<file path="src/logic/oscl_pkg.sv">
package oscl_pkg;

  // ----------------------------------------------------------------
  // register map (byte addresses, one 32-bit word each)
  // ----------------------------------------------------------------
  localparam logic [7:0] OSCL_ADR_CFG = 8'h00;
  localparam logic [7:0] OSCL_ADR_ESTOP = 8'h04;
  localparam logic [7:0] OSCL_ADR_CTRL = 8'h08;
  localparam logic [7:0] OSCL_ADR_STATUS = 8'h0C;
  localparam logic [7:0] OSCL_ADR_ACTIVE = 8'h10;

  // ----------------------------------------------------------------
  // field positions
  // ----------------------------------------------------------------
  localparam int OSCL_CFG_FWD_LSB = 0;
  localparam int OSCL_CFG_REV_LSB = 4;
  localparam int OSCL_CFG_METH_LSB = 8;
  localparam int OSCL_CFG_DIR_BIT = 16;
  localparam int OSCL_CTRL_RESTART_BIT = 0;
  localparam int OSCL_ST_FWD_BIT = 0;
  localparam int OSCL_ST_REV_BIT = 1;
  localparam int OSCL_ST_STATE_LSB = 2;

  // ----------------------------------------------------------------
  // setting codes and reset values
  // ----------------------------------------------------------------
  localparam logic [3:0] OSCL_FWD_SEL_USE = 4'h1;
  localparam logic [3:0] OSCL_REV_SEL_USE = 4'h2;
  localparam logic [3:0] OSCL_SEL_IGNORE = 4'h8;
  localparam logic [7:0] OSCL_METH_DB = 8'h00;
  localparam logic [7:0] OSCL_METH_DB_COAST = 8'h01;
  localparam logic [7:0] OSCL_METH_COAST = 8'h02;
  localparam logic [7:0] OSCL_METH_DEC_CLAMP = 8'h10;
  localparam logic [7:0] OSCL_METH_DEC_COAST = 8'h20;
  localparam logic [3:0] OSCL_DIGIT_COAST = 4'h2;
  localparam logic OSCL_DIR_RST = 1'b0;
  localparam logic [9:0] OSCL_ESTOP_MAX = 10'h320;
  localparam logic [9:0] OSCL_ESTOP_RST = 10'h320;

  // ----------------------------------------------------------------
  // motion constants
  // ----------------------------------------------------------------
  localparam logic signed [15:0] OSCL_STOP_THR = 16'sh0010;
  localparam int OSCL_CLAMP_KP_SHIFT = 2;

  typedef enum logic [2:0] {
    OSCL_ST_RUN = 3'h0,
    OSCL_ST_DB = 3'h1,
    OSCL_ST_COAST = 3'h2,
    OSCL_ST_DECEL = 3'h3,
    OSCL_ST_DB_HOLD = 3'h4,
    OSCL_ST_COAST_HOLD = 3'h5,
    OSCL_ST_CLAMP = 3'h6
  } oscl_state_t;

endpackage

</file>
<file path="src/logic/oscl_sync.sv">
module oscl_sync (
  input wire logic ref_clk,
  input wire logic rst_n,
  input wire logic [3:0] async_in,
  output logic [3:0] sync_out
);
  import oscl_pkg::*;

  typedef struct packed {
    logic [3:0] meta;
    logic [3:0] held;
  } oscl_sync_regs_t;

  oscl_sync_regs_t r_ff;
  oscl_sync_regs_t nxt_r;

  // limit switches idle high (motion allowed), so reset to that level
  always_comb begin
    nxt_r.meta = async_in;
    nxt_r.held = r_ff.meta;
  end

  always_ff @(posedge ref_clk or negedge rst_n) begin
    if (!rst_n) begin
      r_ff <= {4'hF, 4'hF};
    end else begin
      r_ff <= nxt_r;
    end
  end

  assign sync_out = r_ff.held;
endmodule

</file>
<file path="src/logic/oscl_top.sv">
// Function
// forward limit off flags forward overtravel
// reverse limit off flags reverse overtravel
// opposite-direction reference accepted during overtravel
// forward select 1 uses, 8 ignores
// reverse select 2 uses, 8 ignores
// stop method chosen by code after restart
// dynamic brake shorts motor for quick stop
// deceleration uses emergency stop force
// zero clamp holds position loop at zero
// coast applies no control at all
// force control never decelerates, coasts after stop
// reversal flips motion, encoder polarity unchanged
// configure motor phase before reversing direction
// stop force 0..800 percent, capped at maximum
// limit inputs synchronised before use
module oscl_top (
  input wire logic ref_clk,
  input wire logic rst_n,
  input wire logic wb_cyc_i,
  input wire logic wb_stb_i,
  input wire logic wb_we_i,
  input wire logic [7:0] wb_adr_i,
  input wire logic [3:0] wb_sel_i,
  input wire logic [31:0] wb_dat_i,
  output logic [31:0] wb_dat_o,
  output logic wb_ack_o,
  input wire logic forward_limit_input,
  input wire logic reverse_limit_input,
  input wire logic enc_a_in,
  input wire logic enc_b_in,
  output logic enc_a_out,
  output logic enc_b_out,
  input wire logic signed [15:0] ref_velocity,
  input wire logic signed [15:0] fb_velocity,
  input wire logic signed [31:0] fb_position,
  input wire logic force_control,
  input wire logic [9:0] motor_max_force,
  output logic signed [15:0] cmd_velocity,
  output logic dynamic_brake_stop,
  output logic coast_on,
  output logic decel_active,
  output logic [9:0] decel_force,
  output logic zero_clamp_on,
  output logic fwd_overtravel,
  output logic rev_overtravel
);
  import oscl_pkg::*;

  // ----------------------------------------------------------------
  // state
  // ----------------------------------------------------------------
  typedef struct packed {
    logic [3:0] fwd_sel;
    logic [3:0] rev_sel;
    logic [7:0] method;
    logic dir_rev;
    logic [3:0] act_fwd;
    logic [3:0] act_rev;
    logic [7:0] act_method;
    logic act_dir;
    logic [9:0] estop;
    oscl_state_t st;
    logic fwd_ot;
    logic rev_ot;
    logic signed [31:0] clamp_pos;
    logic signed [15:0] cmd;
    logic [9:0] dforce;
    logic enc_a;
    logic enc_b;
    logic ack;
    logic [31:0] dat;
  } oscl_regs_t;

  localparam oscl_regs_t RST_VAL = '{
    fwd_sel: OSCL_FWD_SEL_USE, rev_sel: OSCL_REV_SEL_USE, method: OSCL_METH_DB,
    dir_rev: OSCL_DIR_RST, act_fwd: OSCL_FWD_SEL_USE, act_rev: OSCL_REV_SEL_USE,
    act_method: OSCL_METH_DB, act_dir: OSCL_DIR_RST, estop: OSCL_ESTOP_RST,
    st: OSCL_ST_RUN, fwd_ot: 1'b0, rev_ot: 1'b0, clamp_pos: 32'sh0, cmd: 16'sh0,
    dforce: 10'h0, enc_a: 1'b0, enc_b: 1'b0, ack: 1'b0, dat: 32'h0};

  oscl_regs_t r_ff;
  oscl_regs_t nxt_r;
  logic [3:0] pins_sync;

  oscl_sync u_sync (
    .ref_clk(ref_clk),
    .rst_n(rst_n),
    .async_in({enc_b_in, enc_a_in, reverse_limit_input, forward_limit_input}),
    .sync_out(pins_sync)
  );

  // ----------------------------------------------------------------
  // helpers
  // ----------------------------------------------------------------
  function automatic logic signed [15:0] neg_sat(input logic signed [15:0] v);
    neg_sat = (v == 16'sh8000) ? 16'sh7FFF : -v;
  endfunction

  function automatic logic signed [15:0] dir_apply(input logic signed [15:0] v,
                                                   input logic rev);
    dir_apply = rev ? neg_sat(v) : v;
  endfunction

  function automatic logic signed [15:0] sat16(input logic signed [33:0] v);
    if (v > 34'sh7FFF) begin
      sat16 = 16'sh7FFF;
    end else if (v < -34'sh8000) begin
      sat16 = 16'sh8000;
    end else begin
      sat16 = v[15:0];
    end
  endfunction

  // unknown codes fall back to the safest choice, the dynamic brake, except under force control with a low digit of 2
  function automatic oscl_state_t stop_entry(input logic [7:0] m, input logic frc);
    if (frc) begin
      stop_entry = (m[3:0] == OSCL_DIGIT_COAST) ? OSCL_ST_COAST : OSCL_ST_DB;
    end else begin
      case (m)
        OSCL_METH_COAST: stop_entry = OSCL_ST_COAST;
        OSCL_METH_DEC_CLAMP: stop_entry = OSCL_ST_DECEL;
        OSCL_METH_DEC_COAST: stop_entry = OSCL_ST_DECEL;
        default: stop_entry = OSCL_ST_DB;
      endcase
    end
  endfunction

  function automatic oscl_state_t stop_hold(input logic [7:0] m, input logic frc);
    if (frc) begin
      stop_hold = OSCL_ST_COAST_HOLD;
    end else begin
      // unknown codes keep behaving as code 00 after the stop as well
      case (m)
        OSCL_METH_DB_COAST: stop_hold = OSCL_ST_COAST_HOLD;
        OSCL_METH_COAST: stop_hold = OSCL_ST_COAST_HOLD;
        OSCL_METH_DEC_COAST: stop_hold = OSCL_ST_COAST_HOLD;
        OSCL_METH_DEC_CLAMP: stop_hold = OSCL_ST_CLAMP;
        default: stop_hold = OSCL_ST_DB_HOLD;
      endcase
    end
  endfunction

  // ----------------------------------------------------------------
  // combinational next state
  // ----------------------------------------------------------------
  logic req;
  logic [7:0] adr;
  logic [9:0] est;
  logic use_fwd;
  logic use_rev;
  logic signed [15:0] fb_ref;
  logic ref_fwd;
  logic ref_rev;
  logic away;
  logic trip;
  logic stopped;
  logic signed [33:0] perr;

  always_comb begin
    nxt_r = r_ff;
    req = wb_cyc_i && wb_stb_i && !r_ff.ack;
    adr = {wb_adr_i[7:2], 2'b00};
    est = r_ff.estop;
    nxt_r.ack = req;
    nxt_r.dat = 32'h0;

    // bus writes; the restart strobe promotes the staged settings
    if (req && wb_we_i) begin
      case (adr)
        OSCL_ADR_CFG: begin
          if (wb_sel_i[0]) begin
            nxt_r.fwd_sel = wb_dat_i[OSCL_CFG_FWD_LSB +: 4];
            nxt_r.rev_sel = wb_dat_i[OSCL_CFG_REV_LSB +: 4];
          end
          if (wb_sel_i[1]) begin
            nxt_r.method = wb_dat_i[OSCL_CFG_METH_LSB +: 8];
          end
          if (wb_sel_i[2]) begin
            nxt_r.dir_rev = wb_dat_i[OSCL_CFG_DIR_BIT];
          end
        end
        OSCL_ADR_ESTOP: begin
          if (wb_sel_i[0]) begin
            est[7:0] = wb_dat_i[7:0];
          end
          if (wb_sel_i[1]) begin
            est[9:8] = wb_dat_i[9:8];
          end
          nxt_r.estop = (est > OSCL_ESTOP_MAX) ? OSCL_ESTOP_MAX : est;
        end
        OSCL_ADR_CTRL: begin
          if (wb_sel_i[0] && wb_dat_i[OSCL_CTRL_RESTART_BIT]) begin
            nxt_r.act_fwd = r_ff.fwd_sel;
            nxt_r.act_rev = r_ff.rev_sel;
            nxt_r.act_method = r_ff.method;
            nxt_r.act_dir = r_ff.dir_rev;
          end
        end
        default: begin
        end
      endcase
    end
    if (req && !wb_we_i) begin
      case (adr)
        OSCL_ADR_CFG: begin
          nxt_r.dat[OSCL_CFG_FWD_LSB +: 4] = r_ff.fwd_sel;
          nxt_r.dat[OSCL_CFG_REV_LSB +: 4] = r_ff.rev_sel;
          nxt_r.dat[OSCL_CFG_METH_LSB +: 8] = r_ff.method;
          nxt_r.dat[OSCL_CFG_DIR_BIT] = r_ff.dir_rev;
        end
        OSCL_ADR_ESTOP: nxt_r.dat[9:0] = r_ff.estop;
        OSCL_ADR_STATUS: begin
          nxt_r.dat[OSCL_ST_FWD_BIT] = r_ff.fwd_ot;
          nxt_r.dat[OSCL_ST_REV_BIT] = r_ff.rev_ot;
          nxt_r.dat[OSCL_ST_STATE_LSB +: 3] = r_ff.st;
        end
        OSCL_ADR_ACTIVE: begin
          nxt_r.dat[OSCL_CFG_FWD_LSB +: 4] = r_ff.act_fwd;
          nxt_r.dat[OSCL_CFG_REV_LSB +: 4] = r_ff.act_rev;
          nxt_r.dat[OSCL_CFG_METH_LSB +: 8] = r_ff.act_method;
          nxt_r.dat[OSCL_CFG_DIR_BIT] = r_ff.act_dir;
        end
        default: nxt_r.dat = 32'h0;
      endcase
    end

    // limit evaluation in the reference frame; an open switch means stop
    use_fwd = (r_ff.act_fwd != OSCL_SEL_IGNORE);
    use_rev = (r_ff.act_rev != OSCL_SEL_IGNORE);
    nxt_r.fwd_ot = use_fwd && !pins_sync[0];
    nxt_r.rev_ot = use_rev && !pins_sync[1];

    // feedback is in motor frame, so undo the reversal before comparing
    fb_ref = dir_apply(fb_velocity, r_ff.act_dir);
    ref_fwd = (ref_velocity > 16'sh0);
    ref_rev = (ref_velocity < 16'sh0);
    away = (ref_fwd && !r_ff.fwd_ot) || (ref_rev && !r_ff.rev_ot);
    trip = (r_ff.fwd_ot && (ref_fwd || (!away && fb_ref > OSCL_STOP_THR))) ||
           (r_ff.rev_ot && (ref_rev || (!away && fb_ref < -OSCL_STOP_THR)));
    stopped = (fb_velocity <= OSCL_STOP_THR) && (fb_velocity >= -OSCL_STOP_THR);

    case (r_ff.st)
      OSCL_ST_RUN: begin
        if (trip) begin
          nxt_r.st = stop_entry(r_ff.act_method, force_control);
        end
      end
      OSCL_ST_DB, OSCL_ST_COAST, OSCL_ST_DECEL: begin
        if (away) begin
          nxt_r.st = OSCL_ST_RUN;
        end else if (stopped) begin
          nxt_r.st = stop_hold(r_ff.act_method, force_control);
        end
      end
      OSCL_ST_DB_HOLD, OSCL_ST_COAST_HOLD, OSCL_ST_CLAMP: begin
        if (away || (!r_ff.fwd_ot && !r_ff.rev_ot)) begin
          nxt_r.st = OSCL_ST_RUN;
        end
      end
      default: nxt_r.st = OSCL_ST_DB;
    endcase

    // clamp target is the position where the axis came to rest
    if (nxt_r.st == OSCL_ST_CLAMP && r_ff.st != OSCL_ST_CLAMP) begin
      nxt_r.clamp_pos = fb_position;
    end
    // use the new target so the first clamp cycle does not chase a stale position
    perr = {{2{nxt_r.clamp_pos[31]}}, nxt_r.clamp_pos} - {{2{fb_position[31]}}, fb_position};

    case (nxt_r.st)
      OSCL_ST_RUN: nxt_r.cmd = dir_apply(ref_velocity, r_ff.act_dir);
      OSCL_ST_CLAMP: nxt_r.cmd = sat16(perr <<< OSCL_CLAMP_KP_SHIFT);
      default: nxt_r.cmd = 16'sh0;
    endcase

    // stage cannot give more than the motor maximum
    nxt_r.dforce = (r_ff.estop > motor_max_force) ? motor_max_force : r_ff.estop;
    // encoder pulses pass straight through: reversal never touches them
    nxt_r.enc_a = pins_sync[2];
    nxt_r.enc_b = pins_sync[3];
  end

  always_ff @(posedge ref_clk or negedge rst_n) begin
    if (!rst_n) begin
      r_ff <= RST_VAL;
    end else begin
      r_ff <= nxt_r;
    end
  end

  // ----------------------------------------------------------------
  // outputs
  // ----------------------------------------------------------------
  assign wb_dat_o = r_ff.dat;
  assign wb_ack_o = r_ff.ack;
  assign enc_a_out = r_ff.enc_a;
  assign enc_b_out = r_ff.enc_b;
  assign cmd_velocity = r_ff.cmd;
  assign dynamic_brake_stop = (r_ff.st == OSCL_ST_DB) || (r_ff.st == OSCL_ST_DB_HOLD);
  assign coast_on = (r_ff.st == OSCL_ST_COAST) || (r_ff.st == OSCL_ST_COAST_HOLD);
  assign decel_active = (r_ff.st == OSCL_ST_DECEL);
  assign decel_force = r_ff.dforce;
  assign zero_clamp_on = (r_ff.st == OSCL_ST_CLAMP);
  assign fwd_overtravel = r_ff.fwd_ot;
  assign rev_overtravel = r_ff.rev_ot;
endmodule

</file>
<file path="config.mk">
export PLATFORM = sky130hd
export DESIGN_NAME = oscl_top
export DESIGN_NICKNAME = d
export VERILOG_FILES = /design/src/logic/oscl_pkg.sv /design/src/logic/oscl_sync.sv /design/src/logic/oscl_top.sv
export SDC_FILE = /design/constraint.sdc
export NUM_CORES = 1
export LEC_CHECK = 0
export BUFFER_PORTS_ARGS = -buffer_cell sky130_fd_sc_hd__buf_2
export CELL_PAD_IN_SITES_DETAIL_PLACEMENT = 0
export CELL_PAD_IN_SITES_GLOBAL_PLACEMENT = 1
export CORE_ASPECT_RATIO = 1.2
export CORE_UTILIZATION = 42
export CTS_CLUSTER_DIAMETER = 60
export DETAILED_ROUTE_END_ITERATION = 8
export GPL_TIMING_DRIVEN = 0
export PLACE_DENSITY_LB_ADDON = 0.15
export SLEW_MARGIN = 20
export SYNTH_ARGS = -nofsm -noshare
export SYNTH_HDL_FRONTEND = slang
export SYNTH_SLANG_ARGS = --single-unit
</file>
<file path="constraint.sdc">
create_clock -name ref_clk -period 6.55 [get_ports ref_clk]
set_clock_uncertainty 0.1 [all_clocks]
set_input_delay 1.31 -clock ref_clk [delete_from_list [all_inputs] [get_ports ref_clk]]
set_output_delay 1.31 -clock ref_clk [all_outputs]
set_load 0.02 [all_outputs]
</file>
## Yosys cells after proc, flatten, opt, wreduce, memory -nomap -nowiden

Index checks and enable logic that the tools add are counted.

- Register bits after elaboration: 150
- Latch bits: 0
- Memory bits (writable): 0
- Memory bits (read-only): 0
- Memories kept: 0

- Add/sub/neg operators: 3
- Multipliers: 0
- Divide/modulo/power cells: 0
- Order comparisons: 10
- Equal/unequal tests: 21
- Shift operators: 0
- Mux-type cells: 30
- Bitwise logic cells: 0
- Reduce and logical (&&, ||, !) cells: 42

Operators with widths:

| operator | number |
|---|---|
| 2-to-1 mux 16 bit | 6 |
| greater-than comparator 34 x 16 -> 1 bit (second input constant) | 1 |
| less-than comparator 34 x 16 -> 1 bit (second input constant) | 1 |
| equality test 16 bit (second input constant) | 2 |
| 2-to-1 mux 32 bit | 1 |
| negation 16 bit | 2 |
| case mux 16 bit (2 select lines) | 1 |
| subtractor 32 bit | 1 |
| 2-to-1 mux 8 bit | 3 |
| 2-to-1 mux 10 bit | 2 |
| case mux 5 bit (4 select lines) | 1 |
| 2-to-1 mux 17 bit | 1 |
| greater-or-equal comparator 16 x 5 -> 1 bit (second input constant) | 1 |
| greater-than comparator 16 x 1 -> 1 bit (second input constant) | 1 |
| greater-than comparator 16 x 6 -> 1 bit (second input constant) | 1 |
| less-or-equal comparator 16 x 6 -> 1 bit (second input constant) | 1 |
| logical AND 1 bit | 16 |
| less-than comparator 16 x 1 -> 1 bit (second input constant) | 1 |
| less-than comparator 16 x 5 -> 1 bit (second input constant) | 1 |
| case mux 5 bit (3 select lines) | 1 |
| case mux 7 bit (2 select lines) | 1 |
| equality test 3 bit (second input constant) | 4 |
| equality test 6 x 2 -> 1 bit (second input constant) | 2 |
| 2-to-1 mux 2 bit | 6 |
| other kinds (24) | 48 |

## Logic depth before layout (Yosys ltp)

Gate-level depths: netlist (run 1).

- Word-level depth: 18
- Depth in mapped cells: 27
- Mapped depth without buffers: 25

## By module

Synthesis (run 1) repeated with hierarchy kept, for this count alone.

- Cell total of the unflattened synthesis: 1122
- Area, all modules: 9778.1 um2

Modules (own cells, without submodules):

| module | times used | cells each | area an instance (um2) |
|---|---|---|---|
| oscl_top | 1 | 1114 | 9567.9 |
| oscl_sync | 1 | 8 | 210.2 |

## Worst setup path before layout (run 1)

OpenSTA, ideal clock, no wires.

- Path kind: input to register
- Start point: input port fb_velocity[10]
- End point: register r_ff (netlist bit cmd_velocity[10])
- Library setup time: 104 ps
- Data arrival time: 6851 ps
- Data required time: 6346 ps
- Slack: -505 ps
- Stages on the path: 23
- Cells stage by stage: clkbuf_1 > or4_4 > nor4_4 > a41o_1 > nor3_1 > or4_1 > a21oi_1 > or2_4 > nand3_4 > buf_6 > mux2_4 > fa_1 > a211oi_1 > o21a_1 > o21ai_1 > a31oi_1 > xnor2_1 > and3_1 > nand4_1 > or4_1 > o41a_1 > buf_2 > o311ai_1

RTL lines:

| element | line | RTL |
|---|---|---|
| start: declaration | oscl_top.sv:35 | `input wire logic signed [15:0] fb_velocity,` |
| end signal: assignment | oscl_top.sv:288 | `r_ff <= nxt_r;` |
| end: declaration | oscl_top.sv:82 | `oscl_regs_t r_ff;` |

==> run metrics, run 1 <==
outcome=complete, but fails checks; failing checks=negative setup slack; clock sinks=about 140; depth of the most critical reg-to-reg path=25; mean routed wirelength per cell=16.5 um; global-route usage over all layers=0.226; row count=59; Starting Density=0.428; fraction of layout instances using a drive strength above 1=0.397; max frequency=0.143 GHz; detailed-routing iteration count for the pre-antenna-repair pass=5; DRC violations left=0; Min Clock Period, post-route=7.00 ns; floorplan die width=roughly 140 um; number of DRC violations after detailed-routing iteration 0=484; max-capacitance violation count=0; synthesized area per cell=9.50 um^2; Leakage Power=6.03 nW; H-tree lvl count=4; die area=22,700 um^2; count of fill cells added during filler insertion=1,945; Final Setup Violations=15; ys flop type=sky130_fd_sc_hd__dfrtp_1; Avg Vias per Cell=between 5 and 6; detailed-route via count=8,091; antenna diode count=0; Crit path max-delay family=simple AND/OR/NAND/NOR gates; adder and majority gate portion of the synthesized area=0.0602; Synth Area in Compound Gates=0.180; Arr. time, crit path=7.22 ns; setup slack of the worst register-to-register path=between 0.15 and 0.2 ns; Final Max Slew Viols=0; start of the worst register-to-register path=r_ff[108]; vias in the first global route=about 7,800; normalized max-slew margin=0.301; core footprint=between 20,000 and 25,000 um^2; Final Hold Vio Count=0; number of synthesized flops with an enable pin=0; multiplexer share of the synthesized area=0.0999; Cell Area, Synth=9270 um^2; xor-xnor portion of the synthesized cell area=0.0463; count of pins on the block boundary=195; number of clock buffers inserted by TritonCTS=17; share of synthesized flip-flops with an asynchronous set or reset=1.00; layout overhead on the synthesized area=32.9%; Die Ht=165 um; register area share after synthesis=0.367; #FFs+latches synth=135; CTS Hold Bufs=0; final setup margin=-0.446 ns; hold slack=0.253 ns; largest net degree at the start of global routing=97; data required time of the critical path=6.78 ns; Simple-Gate Fraction of Synth Area=0.153; critical path start-end classification=input port to flip-flop; clock transition time at the flip-flop clock pins of the worst setup and hold paths=0.06 ns; crit path max-delay cell type=sky130_fd_sc_hd__or4_1; Final Routed Wirelength=between 20,000 and 25,000 um; Hold Path Class=flip-flop to flip-flop; number of antenna violations at the first check in global routing=0; root buffer cell=sky130_fd_sc_hd__clkbuf_16; worst path bufs/invs=5; transition at the pin with the smallest max-transition slack=1.05 ns; worst flop-to-flop path endpoint=cmd_velocity[8]; period utilisation layout=1.07; number of unique standard cell types used by synthesis=79; type of element launching the critical path=input port; worst stage delay on the critical path=0.53 ns; post-route cell area=12,300 um^2; post-synthesis cell count=approximately 980; Min-Delay Endpoint=u_sync.sync_out[0]; Port Buf Inserts=156; clock insertion delay at the later pin of the skew report=0.43 ns; dominant combinational cell family by area after synthesis=compound AO/OA/AOI/OAI gates; number of nets still failing antenna checks after routing=0; wire length of the first global-routing pass=39,400 um; launch point of the worst hold path=u_sync.nxt_r[0]; count of warnings emitted by yosys=0; clock tree from TritonCTS=yes; CP Capture Type=flip-flop; Max IR drop VDD=0.194 mV; final net count=~1,400; unrepaired setup endpoints after global routing=true; Final GP Congestion=0.866; DPL Wire Length=between 15,000 and 20,000 um; overflow left after global routing=0; Hold Crit Depth=0; worst-path fanout max=8; placed standard-cell area=approximately 11,000 um^2; total power per unit cell area=between 150 and 200 nW/um^2; number of buffers between clock root and the deepest sink=2; cell mode on critical path=sky130_fd_sc_hd__buf_6; worst setup path startpoint=fb_velocity[1]
-- how the worst max path moves through the flow --
stage | slack (ns) | to | cells after the start
final | -0.45 | cmd_velocity[8] | 26
after global routing | -0.66 | cmd_velocity[2] | 25
after detailed placement | -1.65 | cmd_velocity[7] | 25
after global placement | -1.64 | cmd_velocity[2] | 25
after floorplan | -0.41 | cmd_velocity[2] | 24
after CTS | -0.43 | cmd_velocity[2] | 24
-- registers in the layout (all words and copies together) (netlist names) --
signal,flops
u_sync.sync_out,4
enc_b_out,1
rev_overtravel,1
u_sync.nxt_r,4
decel_force,10
cmd_velocity,16
enc_a_out,1
r_ff,79
wb_ack_o,1
wb_dat_o,17
fwd_overtravel,1
-- routing by layer --
layer	part of all wire	track usage
met4	0.015	0.0689
met5	0	0
met2	0.52	0.400
met3	0.036	0.0387
met1	0.43	0.278
-- timing repair --
| action | CTS | global route |
|---|---|---|
| setup buffers | 32 | 14 |
| cloned | 2 | 0 |
| endpoints found under the hold margin | 0 | 0 |
| pin swaps | 22 | 18 |
| setup endpoints to repair | 16 | 16 |
| gates resized for setup | 94 | 38 |
-- Yosys cell counts (all sizes together), types with 5 or more instances --
master    n  share of area
a21o     13          0.011
a21oi    51          0.028
a222oi   10          0.011
a22o      9         0.0085
a22oi     8         0.0065
a31oi     7         0.0047
buf      72          0.057
clkbuf   25          0.010
dfrtp   120           0.32
dfstp    15          0.043
ha       43          0.058
inv      66          0.027
mux2     69          0.096
nand2    73          0.030
nand2b   11         0.0074
nand3    21          0.013
nand4    15          0.010
nor2     60          0.024
nor2b     8         0.0054
nor3     19          0.011
nor3b     5         0.0041
nor4     15          0.013
nor4b     5         0.0047
o211ai    7         0.0057
o21a      6         0.0049
o21ai    67          0.036
o21bai    5         0.0041
o311ai   15          0.014
o31ai     8         0.0065
o41ai    10          0.013
or3       5         0.0034
or4      10         0.0089
xnor2    37          0.035
xor2     12          0.011
-- logic make-up (layout without fill, tap and decap cells) --
kind of cell    after synthesis  after routing
fa+ha+maj                    44             44
xor+xnor                     49             49
other cells                   1             15
flops                       135            135
mux                          73             73
buf+inv                     163            395
compound gates              243            243
simple gates                268            268
-- power by group --
| group | leakage (nW) | internal, W | switching, W |
|---|---|---|---|
| Sequential | 1.80 | 0.000866 | 0.0000135 |
| Clock | 0.298 | 0.000613 | 0.000387 |
| Combinational | 3.93 | 0.000174 | 0.000226 |
-- layout by cell type, fill, tap and decap left out, types with 11 or more instances in the layout --
cell / count
sky130_fd_sc_hd__nand2b_1: 11
sky130_fd_sc_hd__o21ai_0: 55
sky130_fd_sc_hd__nand3_1: 19
sky130_fd_sc_hd__clkbuf_16: 17
sky130_fd_sc_hd__buf_4: 98
sky130_fd_sc_hd__dfstp_2: 15
sky130_fd_sc_hd__ha_4: 15
sky130_fd_sc_hd__xor2_1: 12
sky130_fd_sc_hd__a21o_1: 13
sky130_fd_sc_hd__inv_1: 63
sky130_fd_sc_hd__clkbuf_1: 19
sky130_fd_sc_hd__ha_1: 24
sky130_fd_sc_hd__nor2_1: 56
sky130_fd_sc_hd__a21oi_1: 40
sky130_fd_sc_hd__buf_2: 150
sky130_fd_sc_hd__nor3_1: 15
sky130_fd_sc_hd__mux2_4: 29
sky130_fd_sc_hd__mux2_2: 36
sky130_fd_sc_hd__buf_6: 13
sky130_fd_sc_hd__nand2_1: 72
sky130_fd_sc_hd__dfrtp_1: 120
sky130_fd_sc_hd__conb_1: 15
sky130_fd_sc_hd__xnor2_1: 34
sky130_fd_sc_hd__nand4_1: 15
-- metrics by stage --
stage | setup slack [ns] | TNS [ns] | power [W] | utilization | std cells
2_1_floorplan | -0.412 | -4.53 | 0.00111 | - | 990
3_3_place_gp | -1.64 | -22.48 | 0.00124 | 0.491 | 1420
3_5_place_dp | -1.65 | -22.77 | 0.00125 | 0.493 | 1421
4_1_cts | -0.434 | -5.70 | 0.00229 | 0.559 | 1485
5_1_grt | -0.661 | -9.20 | 0.00238 | 0.570 | 1496
6_report | -0.446 | -5.87 | 0.00228 | 0.570 | 1496
-- layout make-up --
type                            instances  area [um^2]  share of cell area
Multi-Input combinational cell        692         5760               0.467
Sequential cell                       135         3400               0.276
Timing Repair Buffer                  204         1270               0.103
Buffer                                 93          688              0.0559
Clock buffer                           19          443              0.0360
Tap cell                              274          343              0.0278
Inverter                               66          248              0.0201
Clock inverter                         13          169              0.0137
Note: power is estimated with default switching activity, not from simulation.
==> run 2: changes to the inputs <==
SYNTH_HIERARCHICAL = 1   (was default)
==> run metrics, run 2 <==
Leakage Power=5.94 nW (-1.5%); die area=23,900 um^2 (+5.4%); Placed Instances=1,602 (+13%); Biggest register=r_ff; detailed-routing iteration count for the pre-antenna-repair pass=5 (unchanged); type of element launching the critical path=input port; final setup margin=0.115 ns (+0.561 ns); number of DRC violations after detailed-routing iteration 0=417 (-14%); #FFs+latches synth=135 (unchanged); core footprint=22,600 um^2 (+4.5%); global-route usage over all layers=0.224 (-0.00219); count of warnings emitted by yosys=6 (+6); critical path start-end classification=input port to flip-flop; CTS Hold Bufs=0 (unchanged); Avg Vias per Cell=5.36 (-0.83%); post-route cell area=12,700 um^2 (+3.1%); depth of the most critical reg-to-reg path=22 (-12%); cell accounting for the most synthesized area=sky130_fd_sc_hd__dfrtp_1; share of the synthesized area in the top cell type=0.307 (-0.0169); total power per unit cell area=187 nW/um^2 (+0.77%); Final Max Slew Viols=0 (unchanged); CP Capture Type=flip-flop; detailed-route via count=9,005 (+11%); floorplan die width=141 um (+2.7%); Worst Setup Slack post-DPL=-1.32 ns (+0.329 ns); Final Setup Violations=0 (-15); unrepaired setup endpoints after global routing=true; clock sinks=135 (unchanged); layout overhead on the synthesized area=29.9%; Port Buf Inserts=155 (-0.64%); start of the worst register-to-register path=r_ff[109]; Starting Density=0.433 (+0.00425); final net count=1,528 (+11%); count of pins on the block boundary=195 (unchanged); clock transition time at the flip-flop clock pins of the worst setup and hold paths=0.07 ns (about the same); Final Hold Vio Count=0 (unchanged); period utilisation layout=0.983 (-0.0856); antenna diode count=0 (unchanged); Min-Delay Endpoint=u_sync/sync_out[0]; clock tree from TritonCTS=yes; wire length of the first global-routing pass=42,700 um (+8.3%); number of synthesized flops with an enable pin=0 (unchanged); placed standard-cell area=11,200 um^2 (+5.3%); main area contributors after synthesis=sky130_fd_sc_hd__dfrtp_1 (31%), sky130_fd_sc_hd__mux2_2 (5.8%), sky130_fd_sc_hd__ha_1 (5.5%), sky130_fd_sc_hd__buf_4 (4.5%), sky130_fd_sc_hd__o21ai_0 (4.4%); Min Clock Period, post-route=6.44 ns (-0.561 ns); ys flop type=sky130_fd_sc_hd__dfrtp_1; outcome=finished clean; number of buffers between clock root and the deepest sink=2 (unchanged); Cell Area, Synth=9780 um^2 (+5.5%); DPL Wire Length=20,200 um (+11%); max frequency=0.155 GHz (+8.7%); post-synthesis cell count=1,122 (+15%); share of synthesized flip-flops with an asynchronous set or reset=1.00 (unchanged); fraction of layout instances using a drive strength above 1=0.360 (-0.0368); max-capacitance violation count=0 (unchanged); Final Routed Wirelength=26,800 um (+8.6%); normalized max-slew margin=0.352 (+0.0510); Hold Path Class=flip-flop to flip-flop; row count=60 (+1.7%); worst flop-to-flop path endpoint=cmd_velocity[6]; transition at the pin with the smallest max-transition slack=0.948 ns (-0.0987 ns); Hold Crit Depth=0 (unchanged); register area share after synthesis=0.347 (-0.0191); data required time of the critical path=6.72 ns (-0.06 ns); Arr. time, crit path=6.61 ns (-0.61 ns); commonest cells after routing, fill and taps aside=sky130_fd_sc_hd__buf_2 (150), sky130_fd_sc_hd__dfrtp_1 (120), sky130_fd_sc_hd__nand2_1 (107); worst-path fanout max=6 (-2); top post-synthesis cells by count=sky130_fd_sc_hd__dfrtp_1 (120), sky130_fd_sc_hd__nand2_1 (109), sky130_fd_sc_hd__o21ai_0 (86), sky130_fd_sc_hd__nor2_1 (67), sky130_fd_sc_hd__inv_1 (66); flip-flop count of the largest register, all copies and words added=79 (unchanged); clock insertion delay at the later pin of the skew report=0.42 ns (about the same); largest net degree at the start of global routing=99 (+2.1%); root buffer cell=sky130_fd_sc_hd__clkbuf_16; vias in the first global route=8,496 (+8.8%); launch point of the worst hold path=u_sync/nxt_r[0]; Max IR drop VDD=0.172 mV (-11%); synthesized area per cell=8.71 um^2 (-8.2%); Final GP Congestion=0.900 (+3.9%); hold slack=0.255 ns (+0.00248 ns); number of clock buffers inserted by TritonCTS=17 (unchanged); overflow left after global routing=0 (unchanged); number of unique standard cell types used by synthesis=88 (+11%); setup slack of the worst register-to-register path=0.84 ns (+0.67 ns); most common cell in the synthesized netlist=sky130_fd_sc_hd__dfrtp_1; mean routed wirelength per cell=16.0 um (-3.2%); Die Ht=169 um (+2.7%); number of nets still failing antenna checks after routing=0 (unchanged); number of antenna violations at the first check in global routing=0 (unchanged); core occupancy in the finished layout=0.562 (-0.00743); final std cells w/o fill=1,679 (+12%); H-tree lvl count=4 (unchanged); DRC violations left=0 (unchanged); most frequent standard cell in the layout excluding fill and tap cells=sky130_fd_sc_hd__buf_2
run 2: per-layer routing:
metal / global-route usage / vias up / part of all wire
li1: - / 4478 / -
met1: 0.282 / 4294 / 0.44
met2: 0.390 / 198 / 0.51
met3: 0.0271 / 35 / 0.030
met4: 0.0893 / 0 / 0.022
met5: 0 / - / 0
run 2: cells by family after synthesis:
group / Yosys count / synth area share
and+or+nand+nor: 365 / 0.192
AOI/OAI and AO/OA: 301 / 0.207
buffers and inverters: 178 / 0.0947
DFF: 135 / 0.347
muxes: 56 / 0.0639
adders and majority gates: 44 / 0.0571
xor gates and xnor gates: 42 / 0.0376
other: 1 / 0.000384
run 2: worst max-delay path by stage:
stage,from,endpoint,cells after the start
after floorplan,fb_velocity[5],cmd_velocity[12],24
after CTS,fb_velocity[5],cmd_velocity[6],25
after global placement,fb_velocity[0],cmd_velocity[12],24
after global routing,fb_velocity[0],cmd_velocity[9],26
after detailed placement,fb_velocity[0],cmd_velocity[9],24
final,fb_velocity[1],cmd_velocity[6],26
run 2: timing repair:
action	4_1_cts	5_1_grt
hold endpoints to repair	0	0
cloned	1	1
pin swaps	22	45
setup buffers	18	33
gates resized for setup	40	102
setup endpoints to repair	16	16
run 2: through the flow:
step / TNS (ns) / power [W]
2_1_floorplan: -0.236 / 0.00118
5_1_grt: -0.466 / 0.00247
3_3_place_gp: -18.37 / 0.00132
3_5_place_dp: -19.40 / 0.00133
4_1_cts: -0.618 / 0.00236
6_report: 0 / 0.00237
run 2: final cells by class:
class | count | area [um^2]
buffer | 104 | 746
clock buffer | 17 | 425
clock inverter | 15 | 190
fill | 2086 | 9900
inverter | 66 | 250
multi-input combinational | 823 | 6020
sequential | 135 | 3400
tap | 310 | 388
timing repair buffer | 209 | 1290
run 2: worst max-delay path, stage by stage:
cell                        delay, ns
sky130_fd_sc_hd__buf_6           0.11
sky130_fd_sc_hd__inv_2           0.06
sky130_fd_sc_hd__ha_4            0.12
sky130_fd_sc_hd__or3b_4          0.40
sky130_fd_sc_hd__a21oi_4         0.18
sky130_fd_sc_hd__a21oi_2         0.09
sky130_fd_sc_hd__or4b_4          0.49
sky130_fd_sc_hd__a31o_4          0.26
sky130_fd_sc_hd__nor2_4          0.13
sky130_fd_sc_hd__nand2_4         0.10
sky130_fd_sc_hd__buf_6           0.16
sky130_fd_sc_hd__clkbuf_16       0.15
sky130_fd_sc_hd__nand2_4         0.07
sky130_fd_sc_hd__o21ai_4         0.06
sky130_fd_sc_hd__ha_4            0.28
sky130_fd_sc_hd__o21ai_2         0.06
sky130_fd_sc_hd__a221o_1         0.35
sky130_fd_sc_hd__or4_4           0.58
sky130_fd_sc_hd__o21ai_4         0.19
sky130_fd_sc_hd__mux2i_1         0.20
sky130_fd_sc_hd__nand4_1         0.13
sky130_fd_sc_hd__nor4_2          0.31
sky130_fd_sc_hd__nand4_1         0.22
sky130_fd_sc_hd__o211ai_4        0.33
sky130_fd_sc_hd__buf_6           0.14
sky130_fd_sc_hd__nand4_1         0.12
run 2: power breakdown:
part	switching [W]	internal (W)	leakage (nW)	total [W]
Clock	0.000409	0.000608	0.293	0.00102
Combinational	0.000266	0.000200	3.86	0.000466
Sequential	0.0000166	0.000870	1.79	0.000887
Total	0.000692	0.00168	5.94	0.00237
